===== src/shared/io_led_regs.svh =====
`ifndef IO_LED_REGS_SVH
`define IO_LED_REGS_SVH
// What this block does
// - Reset makes all three lines disabled inputs
// - Line functions selected by software registers
// - Disabled input line level is ignored
// - General input shows line level in status
// - Trigger input edge with selectable polarity
// - General output drives per-line software bit
// - Frame end pulse after delay, width, polarity
// - Exposure active level follows actual exposure
// - Output pulse width is software programmable
// - Lamp per link: off unconnected, orange booting
// - External power, no link: slow red blink
// - Linking: green/orange fast, or orange fast
// - Connected idle: solid green
// - Incompatible on cable power: red/green slow
// - Incompatible on external power: red/orange slow
// - Waiting for trigger: slow orange flash
// - Transferring: fast green flash
// - Transfer error red 500 ms; system error fast
`define OFS_IN_FUNC 8'h00
`define OFS_OUT_FUNC 8'h04
`define OFS_POL 8'h08
`define OFS_USR_OUT 8'h0C
`define OFS_DELAY 8'h10
`define OFS_WIDTH 8'h14
`define OFS_LINE_STAT 8'h18
`define OFS_IRQ_STAT 8'h1C
`define OFS_IRQ_CLR 8'h20
`define OFS_IRQ_EN 8'h24
`define OFS_DIR 8'h28
`define RST_WIDTH 32'h0000_000A
`define ERR_SHOW_MS 500
`define CLK_HZ 10000000
`define ERR_SHOW_CYC ((`ERR_SHOW_MS * (`CLK_HZ / 1000)))
`endif


===== src/shared/io_led_pkg.sv =====
package io_led_pkg;
  typedef enum logic [1:0] {
    IN_OFF = 2'h0, IN_LEVEL = 2'h1, IN_TRIG = 2'h2
  } in_func_t;
  typedef enum logic [1:0] {
    OUT_OFF = 2'h0, OUT_USER = 2'h1, OUT_FEND = 2'h2, OUT_EXPO = 2'h3
  } out_func_t;
  typedef struct packed {
    logic booting;
    logic ext_power;
    logic cable_power;
    logic linking;
    logic connected;
    logic incompatible;
    logic wait_trig;
    logic transferring;
    logic xfer_error;
    logic sys_error;
  } link_stat_t;
  typedef struct packed {
    logic red;
    logic green;
  } lamp_t;
endpackage


===== src/rtl/io_led_ctrl.sv =====
`timescale 1ns/1ns
`default_nettype none
`include "io_led_regs.svh"
module io_led_ctrl import io_led_pkg::*; #(
  parameter int NLINK = 4,
  parameter int SLOW_CYC = 5000000,
  parameter int FAST_CYC = 1000000,
  parameter int MIN_SHOW_CYC = 10000000,
  parameter int ERR_CYC = `ERR_SHOW_CYC,
  parameter bit XFER_ERR_FIRST = 1'b0
) (
  input wire logic CLK_I,
  input wire logic SRST_I,
  input wire logic [7:0] AWADDR_I,
  input wire logic AWVALID_I,
  output logic AWREADY_O,
  input wire logic [31:0] WDATA_I,
  input wire logic [3:0] WSTRB_I,
  input wire logic WVALID_I,
  output logic WREADY_O,
  output logic [1:0] BRESP_O,
  output logic BVALID_O,
  input wire logic BREADY_I,
  input wire logic [7:0] ARADDR_I,
  input wire logic ARVALID_I,
  output logic ARREADY_O,
  output logic [31:0] RDATA_O,
  output logic [1:0] RRESP_O,
  output logic RVALID_O,
  input wire logic RREADY_I,
  input wire logic [2:0] LINE_I,
  output logic [2:0] LINE_O,
  output logic [2:0] LINE_OE_O,
  input wire logic EXPOSURE_I,
  output logic TRIGGER_O,
  input wire link_stat_t [NLINK-1:0] LINK_STAT_I,
  output lamp_t [NLINK-1:0] LAMP_O,
  output logic IRQ_O
);
  logic [5:0] in_func_q;
  logic [5:0] out_func_q;
  logic [2:0] pol_q;
  logic [2:0] dir_q;
  logic [2:0] usr_q;
  logic [31:0] delay_q;
  logic [31:0] width_q;
  logic [2:0] irq_st_q;
  logic [2:0] irq_en_q;
  logic [2:0] line_q, lvl_q;
  logic expo_q;
  logic [31:0] fe_cnt_q;
  logic fe_dly_q;
  logic fe_on_q;
  logic aw_q, w_q, ws_q;
  logic [7:0] awa_q;
  logic [31:0] wd_q;
  logic wr_go;
  logic [2:0] trig_hit;
  logic fe_start;
  // ****************
  // Register bus
  // ****************
  assign AWREADY_O = !aw_q && !BVALID_O;
  assign WREADY_O = !w_q && !BVALID_O;
  assign ARREADY_O = !RVALID_O;
  assign wr_go = aw_q && w_q && !BVALID_O;
  always_ff @(posedge CLK_I) begin
    if (SRST_I) begin
      aw_q <= 1'b0;
      w_q <= 1'b0;
      awa_q <= 8'h00;
      wd_q <= 32'h0000_0000;
      ws_q <= 1'b0;
      BVALID_O <= 1'b0;
      BRESP_O <= 2'h0;
    end else begin
      if (AWVALID_I && AWREADY_O) begin
        aw_q <= 1'b1;
        awa_q <= AWADDR_I;
      end
      if (WVALID_I && WREADY_O) begin
        w_q <= 1'b1;
        wd_q <= WDATA_I;
        ws_q <= WSTRB_I[0];
      end
      if (wr_go) begin
        aw_q <= 1'b0;
        w_q <= 1'b0;
        BVALID_O <= 1'b1;
        BRESP_O <= known(awa_q) ? 2'h0 : 2'h2;
      end else if (BVALID_O && BREADY_I) begin
        BVALID_O <= 1'b0;
      end
    end
  end
  function automatic logic known(input logic [7:0] a);
    known = (a <= `OFS_DIR) && (a[1:0] == 2'h0);
  endfunction
  // Strobe 0, taken with the data, qualifies a write; no partial words
  always_ff @(posedge CLK_I) begin
    if (SRST_I) begin
      in_func_q <= 6'h00;
      out_func_q <= 6'h00;
      dir_q <= 3'h0;
      pol_q <= 3'h0;
      usr_q <= 3'h0;
      delay_q <= 32'h0000_0000;
      width_q <= `RST_WIDTH;
      irq_en_q <= 3'h0;
    end else if (wr_go && ws_q) begin
      if (awa_q == `OFS_IN_FUNC) begin
        in_func_q <= wd_q[5:0];
      end else if (awa_q == `OFS_OUT_FUNC) begin
        out_func_q <= wd_q[5:0];
      end else if (awa_q == `OFS_POL) begin
        pol_q <= wd_q[2:0];
      end else if (awa_q == `OFS_USR_OUT) begin
        usr_q <= wd_q[2:0];
      end else if (awa_q == `OFS_DELAY) begin
        delay_q <= wd_q;
      end else if (awa_q == `OFS_WIDTH) begin
        width_q <= wd_q;
      end else if (awa_q == `OFS_IRQ_EN) begin
        irq_en_q <= wd_q[2:0];
      end else if (awa_q == `OFS_DIR) begin
        dir_q <= wd_q[2:0];
      end
    end
  end
  always_ff @(posedge CLK_I) begin
    if (SRST_I) begin
      RVALID_O <= 1'b0;
      RDATA_O <= 32'h0000_0000;
      RRESP_O <= 2'h0;
    end else if (ARVALID_I && ARREADY_O) begin
      RVALID_O <= 1'b1;
      RRESP_O <= known(ARADDR_I) ? 2'h0 : 2'h2;
      if (ARADDR_I == `OFS_IN_FUNC) begin
        RDATA_O <= {26'h0, in_func_q};
      end else if (ARADDR_I == `OFS_OUT_FUNC) begin
        RDATA_O <= {26'h0, out_func_q};
      end else if (ARADDR_I == `OFS_POL) begin
        RDATA_O <= {29'h0, pol_q};
      end else if (ARADDR_I == `OFS_USR_OUT) begin
        RDATA_O <= {29'h0, usr_q};
      end else if (ARADDR_I == `OFS_DELAY) begin
        RDATA_O <= delay_q;
      end else if (ARADDR_I == `OFS_WIDTH) begin
        RDATA_O <= width_q;
      end else if (ARADDR_I == `OFS_LINE_STAT) begin
        RDATA_O <= {29'h0, line_q};
      end else if (ARADDR_I == `OFS_IRQ_STAT) begin
        RDATA_O <= {29'h0, irq_st_q};
      end else if (ARADDR_I == `OFS_IRQ_EN) begin
        RDATA_O <= {29'h0, irq_en_q};
      end else if (ARADDR_I == `OFS_DIR) begin
        RDATA_O <= {29'h0, dir_q};
      end else begin
        RDATA_O <= 32'h0000_0000;
      end
    end else if (RVALID_O && RREADY_I) begin
      RVALID_O <= 1'b0;
    end
  end
  // ****************
  // Line inputs
  // ****************
  always_ff @(posedge CLK_I) begin
    if (SRST_I) begin
      line_q <= 3'h0;
      lvl_q <= 3'h0;
    end else begin
      lvl_q <= LINE_I;
      for (int i = 0; i < 3; i++) begin
        // Disabled or output lines read back zero
        line_q[i] <= (!dir_q[i] && in_func_q[2*i+:2] != IN_OFF)
          ? LINE_I[i] : 1'b0;
      end
    end
  end
  // Raw level history, so enabling a line that sits high is no edge
  always_comb begin
    for (int i = 0; i < 3; i++) begin
      trig_hit[i] = !dir_q[i] && in_func_q[2*i+:2] == IN_TRIG &&
        ((LINE_I[i] ^ pol_q[i]) && !(lvl_q[i] ^ pol_q[i]));
    end
  end
  // Trigger is one cycle later than the edge; edge preset only
  always_ff @(posedge CLK_I) begin
    if (SRST_I) begin
      TRIGGER_O <= 1'b0;
    end else begin
      TRIGGER_O <= |trig_hit;
    end
  end
  always_ff @(posedge CLK_I) begin
    if (SRST_I) begin
      irq_st_q <= 3'h0;
    end else begin
      // Set wins over a same-cycle clear
      irq_st_q <= (irq_st_q & ~((wr_go && ws_q && awa_q == `OFS_IRQ_CLR)
        ? wd_q[2:0] : 3'h0)) | trig_hit;
    end
  end
  assign IRQ_O = |(irq_st_q & irq_en_q);
  // ****************
  // Line outputs
  // ****************
  assign fe_start = expo_q && !EXPOSURE_I;
  always_ff @(posedge CLK_I) begin
    if (SRST_I) begin
      expo_q <= 1'b0;
      fe_dly_q <= 1'b0;
      fe_on_q <= 1'b0;
      fe_cnt_q <= 32'h0000_0000;
    end else begin
      expo_q <= EXPOSURE_I;
      if (fe_start) begin
        fe_dly_q <= (delay_q != 32'h0);
        fe_on_q <= (delay_q == 32'h0) && (width_q != 32'h0);
        fe_cnt_q <= (delay_q != 32'h0) ? delay_q : width_q;
      end else if (fe_cnt_q > 32'h1) begin
        fe_cnt_q <= fe_cnt_q - 32'h1;
      end else if (fe_dly_q) begin
        fe_dly_q <= 1'b0;
        fe_on_q <= (width_q != 32'h0);
        fe_cnt_q <= width_q;
      end else begin
        fe_on_q <= 1'b0;
        fe_cnt_q <= 32'h0000_0000;
      end
    end
  end
  always_ff @(posedge CLK_I) begin
    if (SRST_I) begin
      LINE_O <= 3'h0;
      LINE_OE_O <= 3'h0;
    end else begin
      for (int i = 0; i < 3; i++) begin
        LINE_OE_O[i] <= dir_q[i] && out_func_q[2*i+:2] != OUT_OFF;
        case (out_func_q[2*i+:2])
          OUT_USER: LINE_O[i] <= usr_q[i];
          OUT_FEND: LINE_O[i] <= fe_on_q ^ pol_q[i];
          OUT_EXPO: LINE_O[i] <= EXPOSURE_I ^ pol_q[i];
          default: LINE_O[i] <= 1'b0;
        endcase
      end
    end
  end
  // ****************
  // Link lamps
  // ****************
  logic [31:0] slow_q, fast_q;
  logic slow_ph_q, fast_ph_q;
  always_ff @(posedge CLK_I) begin
    if (SRST_I) begin
      slow_q <= 32'h0;
      fast_q <= 32'h0;
      slow_ph_q <= 1'b0;
      fast_ph_q <= 1'b0;
    end else begin
      slow_q <= (slow_q == 32'(SLOW_CYC - 1)) ? 32'h0 : slow_q + 32'h1;
      fast_q <= (fast_q == 32'(FAST_CYC - 1)) ? 32'h0 : fast_q + 32'h1;
      if (slow_q == 32'(SLOW_CYC - 1)) slow_ph_q <= !slow_ph_q;
      if (fast_q == 32'(FAST_CYC - 1)) fast_ph_q <= !fast_ph_q;
    end
  end
  localparam lamp_t OFF = 2'b00, RED = 2'b10, GRN = 2'b01, ORG = 2'b11;
  for (genvar k = 0; k < NLINK; k++) begin : g_lamp
    link_stat_t s;
    logic [31:0] err_q, show_q;
    logic xe_q, pl_q;
    assign s = LINK_STAT_I[k];
    always_ff @(posedge CLK_I) begin
      if (SRST_I) begin
        err_q <= 32'h0;
        show_q <= 32'h0;
        xe_q <= 1'b0;
        pl_q <= 1'b0;
      end else begin
        xe_q <= s.xfer_error;
        if (s.xfer_error && !xe_q) begin
          err_q <= 32'(ERR_CYC);
        end else if (err_q != 32'h0) begin
          err_q <= err_q - 32'h1;
        end
        pl_q <= s.linking && s.cable_power;
        // Minimum time counts from link start, not from each reload
        if (s.linking && s.cable_power && !pl_q) begin
          show_q <= 32'(MIN_SHOW_CYC);
        end else if (show_q != 32'h0) begin
          show_q <= show_q - 32'h1;
        end
      end
    end
    always_ff @(posedge CLK_I) begin
      if (SRST_I) begin
        LAMP_O[k] <= OFF;
      end else if (s.sys_error) begin
        LAMP_O[k] <= fast_ph_q ? RED : OFF;
      end else if (XFER_ERR_FIRST && err_q != 32'h0) begin
        LAMP_O[k] <= RED;
      end else if (s.booting) begin
        LAMP_O[k] <= ORG;
      end else if (show_q != 32'h0 || (s.linking && s.cable_power)) begin
        LAMP_O[k] <= fast_ph_q ? GRN : ORG;
      end else if (s.linking) begin
        LAMP_O[k] <= fast_ph_q ? ORG : OFF;
      end else if (err_q != 32'h0) begin
        LAMP_O[k] <= RED;
      end else if (s.incompatible) begin
        LAMP_O[k] <= slow_ph_q ? RED : (s.cable_power ? GRN : ORG);
      end else if (s.connected && s.transferring) begin
        LAMP_O[k] <= fast_ph_q ? GRN : OFF;
      end else if (s.connected && s.wait_trig) begin
        LAMP_O[k] <= slow_ph_q ? ORG : OFF;
      end else if (s.connected) begin
        LAMP_O[k] <= GRN;
      end else if (s.ext_power) begin
        LAMP_O[k] <= slow_ph_q ? RED : OFF;
      end else begin
        LAMP_O[k] <= OFF;
      end
    end
  end
  // ****************
  // Checks
  // ****************
  AST_RESET_IN: assert property (@(posedge CLK_I) SRST_I |=>
    LINE_OE_O == 3'h0 && in_func_q == 6'h00) else $error("reset state");
  AST_OFF_IGN: assert property (@(posedge CLK_I) disable iff (SRST_I)
    in_func_q[1:0] == IN_OFF |=> !line_q[0]) else $error("off line read");
  AST_TRIG: assert property (@(posedge CLK_I) disable iff (SRST_I)
    trig_hit[0] |=> TRIGGER_O) else $error("trigger lost");
  AST_USER: assert property (@(posedge CLK_I) disable iff (SRST_I)
    out_func_q[1:0] == OUT_USER && $stable(out_func_q) |=>
    LINE_O[0] == $past(usr_q[0])) else $error("user out");
  AST_EXPO: assert property (@(posedge CLK_I) disable iff (SRST_I)
    out_func_q[1:0] == OUT_EXPO && $stable(out_func_q) |=>
    LINE_O[0] == ($past(EXPOSURE_I) ^ $past(pol_q[0]))) else $error("expo");
  AST_FE_NODLY: assert property (@(posedge CLK_I) disable iff (SRST_I)
    fe_start && delay_q == 32'h0 && width_q != 32'h0 |=> fe_on_q)
    else $error("frame end start");
  AST_IRQ: assert property (@(posedge CLK_I) disable iff (SRST_I)
    trig_hit[0] |=> irq_st_q[0]) else $error("irq not set");
  AST_SYSERR: assert property (@(posedge CLK_I) disable iff (SRST_I)
    LINK_STAT_I[0].sys_error |=> LAMP_O[0].green == 1'b0)
    else $error("sys error lamp");
  COV_TRIG: cover property (@(posedge CLK_I) TRIGGER_O);
  COV_FE: cover property (@(posedge CLK_I) fe_on_q);
  COV_WR: cover property (@(posedge CLK_I) wr_go);
endmodule
`default_nettype wire


===== config.mk =====
export PLATFORM = sky130hd
export DESIGN_NAME = io_led_ctrl
export DESIGN_NICKNAME = d
export VERILOG_FILES = /design/src/shared/io_led_pkg.sv /design/src/rtl/io_led_ctrl.sv
export VERILOG_INCLUDE_DIRS = /design/src /design/src/shared
export SDC_FILE = /design/constraint.sdc
export NUM_CORES = 1
export LEC_CHECK = 0
export ABC_AREA = 1
export BUFFER_PORTS_ARGS = -buffer_cell sky130_fd_sc_hd__buf_2
export CAP_MARGIN = 20
export CORE_UTILIZATION = 41
export CTS_BUF_LIST = sky130_fd_sc_hd__clkbuf_4
export DETAILED_ROUTE_END_ITERATION = 8
export PLACE_DENSITY = 0.54
export SLEW_MARGIN = 20
export SYNTH_ARGS = -nofsm -noshare
export SYNTH_HDL_FRONTEND = slang
export SYNTH_SLANG_ARGS = --single-unit

===== constraint.sdc =====
create_clock -name CLK_I -period 2.1 [get_ports CLK_I]
set_input_delay 0.21 -clock CLK_I [delete_from_list [all_inputs] [get_ports CLK_I]]
set_output_delay 0.21 -clock CLK_I [all_outputs]
set_load 0.02 [all_outputs]

==> flow_summary_export.csv <==
group,metric,value,unit
power,powerDensity,1050,nW/um2
route,firstDrtPassIters,5,
sta,hold-worst-slack,0.0806,ns
synth,synth.most_common_cell,"nor2_1",
worst_setup_path,crit_top_cell,"dlygate4sd3_1",
worst_setup_path,crit_family,"buffers and inverters",
clock_tree,clkTransAtPathRegs,0.06,ns
synth,ys_types,56,
worst_setup_path,reg2reg_depth,8,
floorplanning,die_h,267,um
final_layout,fin_area,35500,um2
synth,avgSynthCellArea,6.83,um2
grt,busiest_layer,"met2",
min_path,min_from,"WDATA_I[10]",
worst_setup_path,r2r-start,"slow_ph_q",
route,num_vias,29000,
grt,met2_usage,0.400,
clock_tree,cts_max_level,4,
route,finalWirelength,88.8,mm
worst_setup_path,reg2reg_to,"LAMP_O[5]",
clock_tree,cts-buffers-inserted,162,
worst_setup_path,slowest_delay,0.60,ns
grt,grt_max_degree,59,
route,final_antenna_net_count,0,
clock_tree,cts_tree,"built",
sta,relSlewSlack,0.617,
status,status,"finished, final reports clean",
power,leakage,15.1,nW
final_layout,drive_above_1_share,0.144,
route,vias_per_cell,4.99,
floorplanning,start_util,0.417,
sta,hold_violations,0,
min_path,holdCritPathClass,"in2reg",
place,io_buffers,154,
route,wl_per_cell,15.3,um
route,drt_iter0_drc,1674,
synth,synthFlopType,"dfxtp_1",
min_path,holdPathStages,4,
sta,fmax,501,MHz
worst_setup_path,worst_path_max_delay_cell,"dlygate4sd3_1",
sta,fin_ws,0.106,ns
synth,synth.area.top_cells,"dfxtp_1 (39%), nor2_1 (11%), nand2_1 (10%), inv_1 (5.9%), a21oi_1 (4.6%)",
worst_setup_path,worstPathRequired,2.99,ns
synth,synthArstFlopShare,0,
floorplanning,fp.dieArea,71100,um2
sta,rsz0062_at_grt,"yes",
route,drc,0,
clock_tree,cts_root_buf,"clkbuf_4",
synth,yosys_warnings,0,
grt,grt_pass1_vias,28100,
final_layout,final_nets,4879,
clock_tree,clockBufferDepth,3,
synth,synth-edff-count,0,
sta,timing.final.crit_share,0.950,
sta,setup-violations-final,0,
worst_setup_path,arrival,2.89,ns
floorplanning,io_pins,160,
grt,met1_usage,0.331,
final_layout,final_cells,5808,
power,peakVddDrop,0.000670,V
synth,synthCells,4204,
worst_setup_path,cp_num_buf_inv,6,
place,dpl.hpwl,64.2,mm
worst_setup_path,cp-end-kind,"register",
place,place_area,31200,um2
final_layout,fillers,7174,
worst_setup_path,critPathLaunchType,"primary input",
synth,ys_ff_latch,556,
clock_tree,clkLatencyLatePin,1.07,ns
synth,ys_seq_area_frac,0.387,
grt,antenna_found_initial,4,
final_layout,layout.area.seq,11100,um2
sta,tns,0,ns
sta,timing.final.crit_period,1.99,ns
sta,clock_skew,0.0770,ns
run,cap_violations,0,
grt,use_met3,0.0477,
final_layout,areaGrowthSynthToFinish,23.6,%
synth,synthDominantAreaCellType,"dfxtp_1",
floorplanning,chipWidth,267,um
sta,drv_slew,0,
worst_setup_path,cp_max_fo,24,
final_layout,fin_util,0.515,
power,finalPower,37.3,mW
synth,yosys-top-cells-count,"nor2_1 (824), nand2_1 (763), dfxtp_1 (556)",
synth,synthesis.area,28700,um2
worst_setup_path,r2r_slack,0.11,ns
worst_setup_path,crit_type,"in2reg",
sta,tightestPinTransition,0.569,ns
grt,gr-total-overflow,0,
floorplanning,core_area,68900,um2
place,gp_congestion,0.932,
floorplanning,rows,96,
place,dp_worst_setup_slack,0.0994,ns
worst_setup_path,path_cells,"dlygate4sd3_1, buf_2, dlygate4sd3_1, nand2_1, dlygate4sd3_1, nor2_1, inv_2, nand2_1, buf_4, a211oi_1",
clock_tree,cts.sinks,556,
grt,gr-usage-all-layers,0.249,
min_path,min_to,"wd_q[10]",
place,dp_cells,5304,
grt,grt_pass1_wl,143,mm
synth,netlist.area_leader.share,0.387,
final_layout,multi_input_area,15300,um2
logic make-up after synthesis:
| logic type | share of synthesized area |
|---|---|
| fa+ha+maj | 0.00871 |
| compound gates | 0.125 |
| xor+xnor | 0.0588 |
| buf+inv | 0.0812 |
| other cells | 0.000131 |
| flops | 0.387 |
| simple gates | 0.339 |
power breakdown:
group	switching [mW]	internal [mW]	total, mW
sequential	1.19	11.8	13.0
combinational	9.11	5.16	14.3
clock	5.04	5.02	10.1
total	15.3	22.0	37.3
registers in the layout (all words and copies together) (netlist names), 32 cells and up:
name,count
g_lamp.err_q,128
g_lamp.show_q,128
RDATA_O,32
delay_q,32
fast_q,32
fe_cnt_q,32
slow_q,32
wd_q,32
width_q,32
worst max path at each step:
stage | start | end | slack, ns | cells past startpoint
after CTS | irq_st_q[0] | IRQ_O | 0.03 | 3
after floorplan | fe_cnt_q[0] | fe_cnt_q[26] | 0.30 | 12
after detailed placement | slow_q[0] | slow_q[10] | 0.1 | 9
final | LINK_STAT_I[17] | g_lamp[1].show_q[5] | 0.11 | 10
after global routing | fe_cnt_q[19] | fe_cnt_q[1] | -0.05 | 11
after global placement | fe_cnt_q[23] | fe_cnt_q[1] | 0.13 | 11
per-layer routing:
metal | vias up | share of wire
li1 | 14900 | -
met1 | 13200 | 0.48
met2 | 663 | 0.45
met3 | 167 | 0.048
met4 | 4 | 0.024
met5 | - | 0.00025
layout by cell type (no fill, tap or decap), types with 152 or more instances in the layout:
cell type	Yosys	layout
a21oi_1	265	265
buf_2	28	152
clkbuf_4	0	225
dfxtp_1	556	555
dlygate4sd3_1	0	213
inv_1	455	452
nand2_1	763	760
nand3_1	175	174
nor2_1	824	819
o21ai_0	203	201
area by class of cell:
type	count	share of cell area
antenna	7	0.000493
sequential	556	0.314
multi-input combinational	3061	0.432
timing repair buffer	506	0.116
tap	931	0.0328
inverter	469	0.0498
clock inverter	53	0.00814
clock buffer	225	0.0476
worst register-to-register path: stages (launching register included):
cell,delay (ns)
dfxtp_2,0.39
buf_4,0.20
o21ai_0,0.10
dlygate4sd3_1,0.58
a221oi_1,0.29
o21ai_0,0.15
nand2_1,0.07
nand2_1,0.04
a21oi_1,0.11
what timing repair did:
action | in CTS | in global routing
buffers inserted | 0 | 5
setup endpoints to repair | 1 | 102
pin swaps | 0 | 4
cloned | 0 | 1
resized for setup | 3 | 24
endpoints found under the hold margin | 341 | 0
hold buffers | 213 | 0
(Power assumes the default switching activity.)
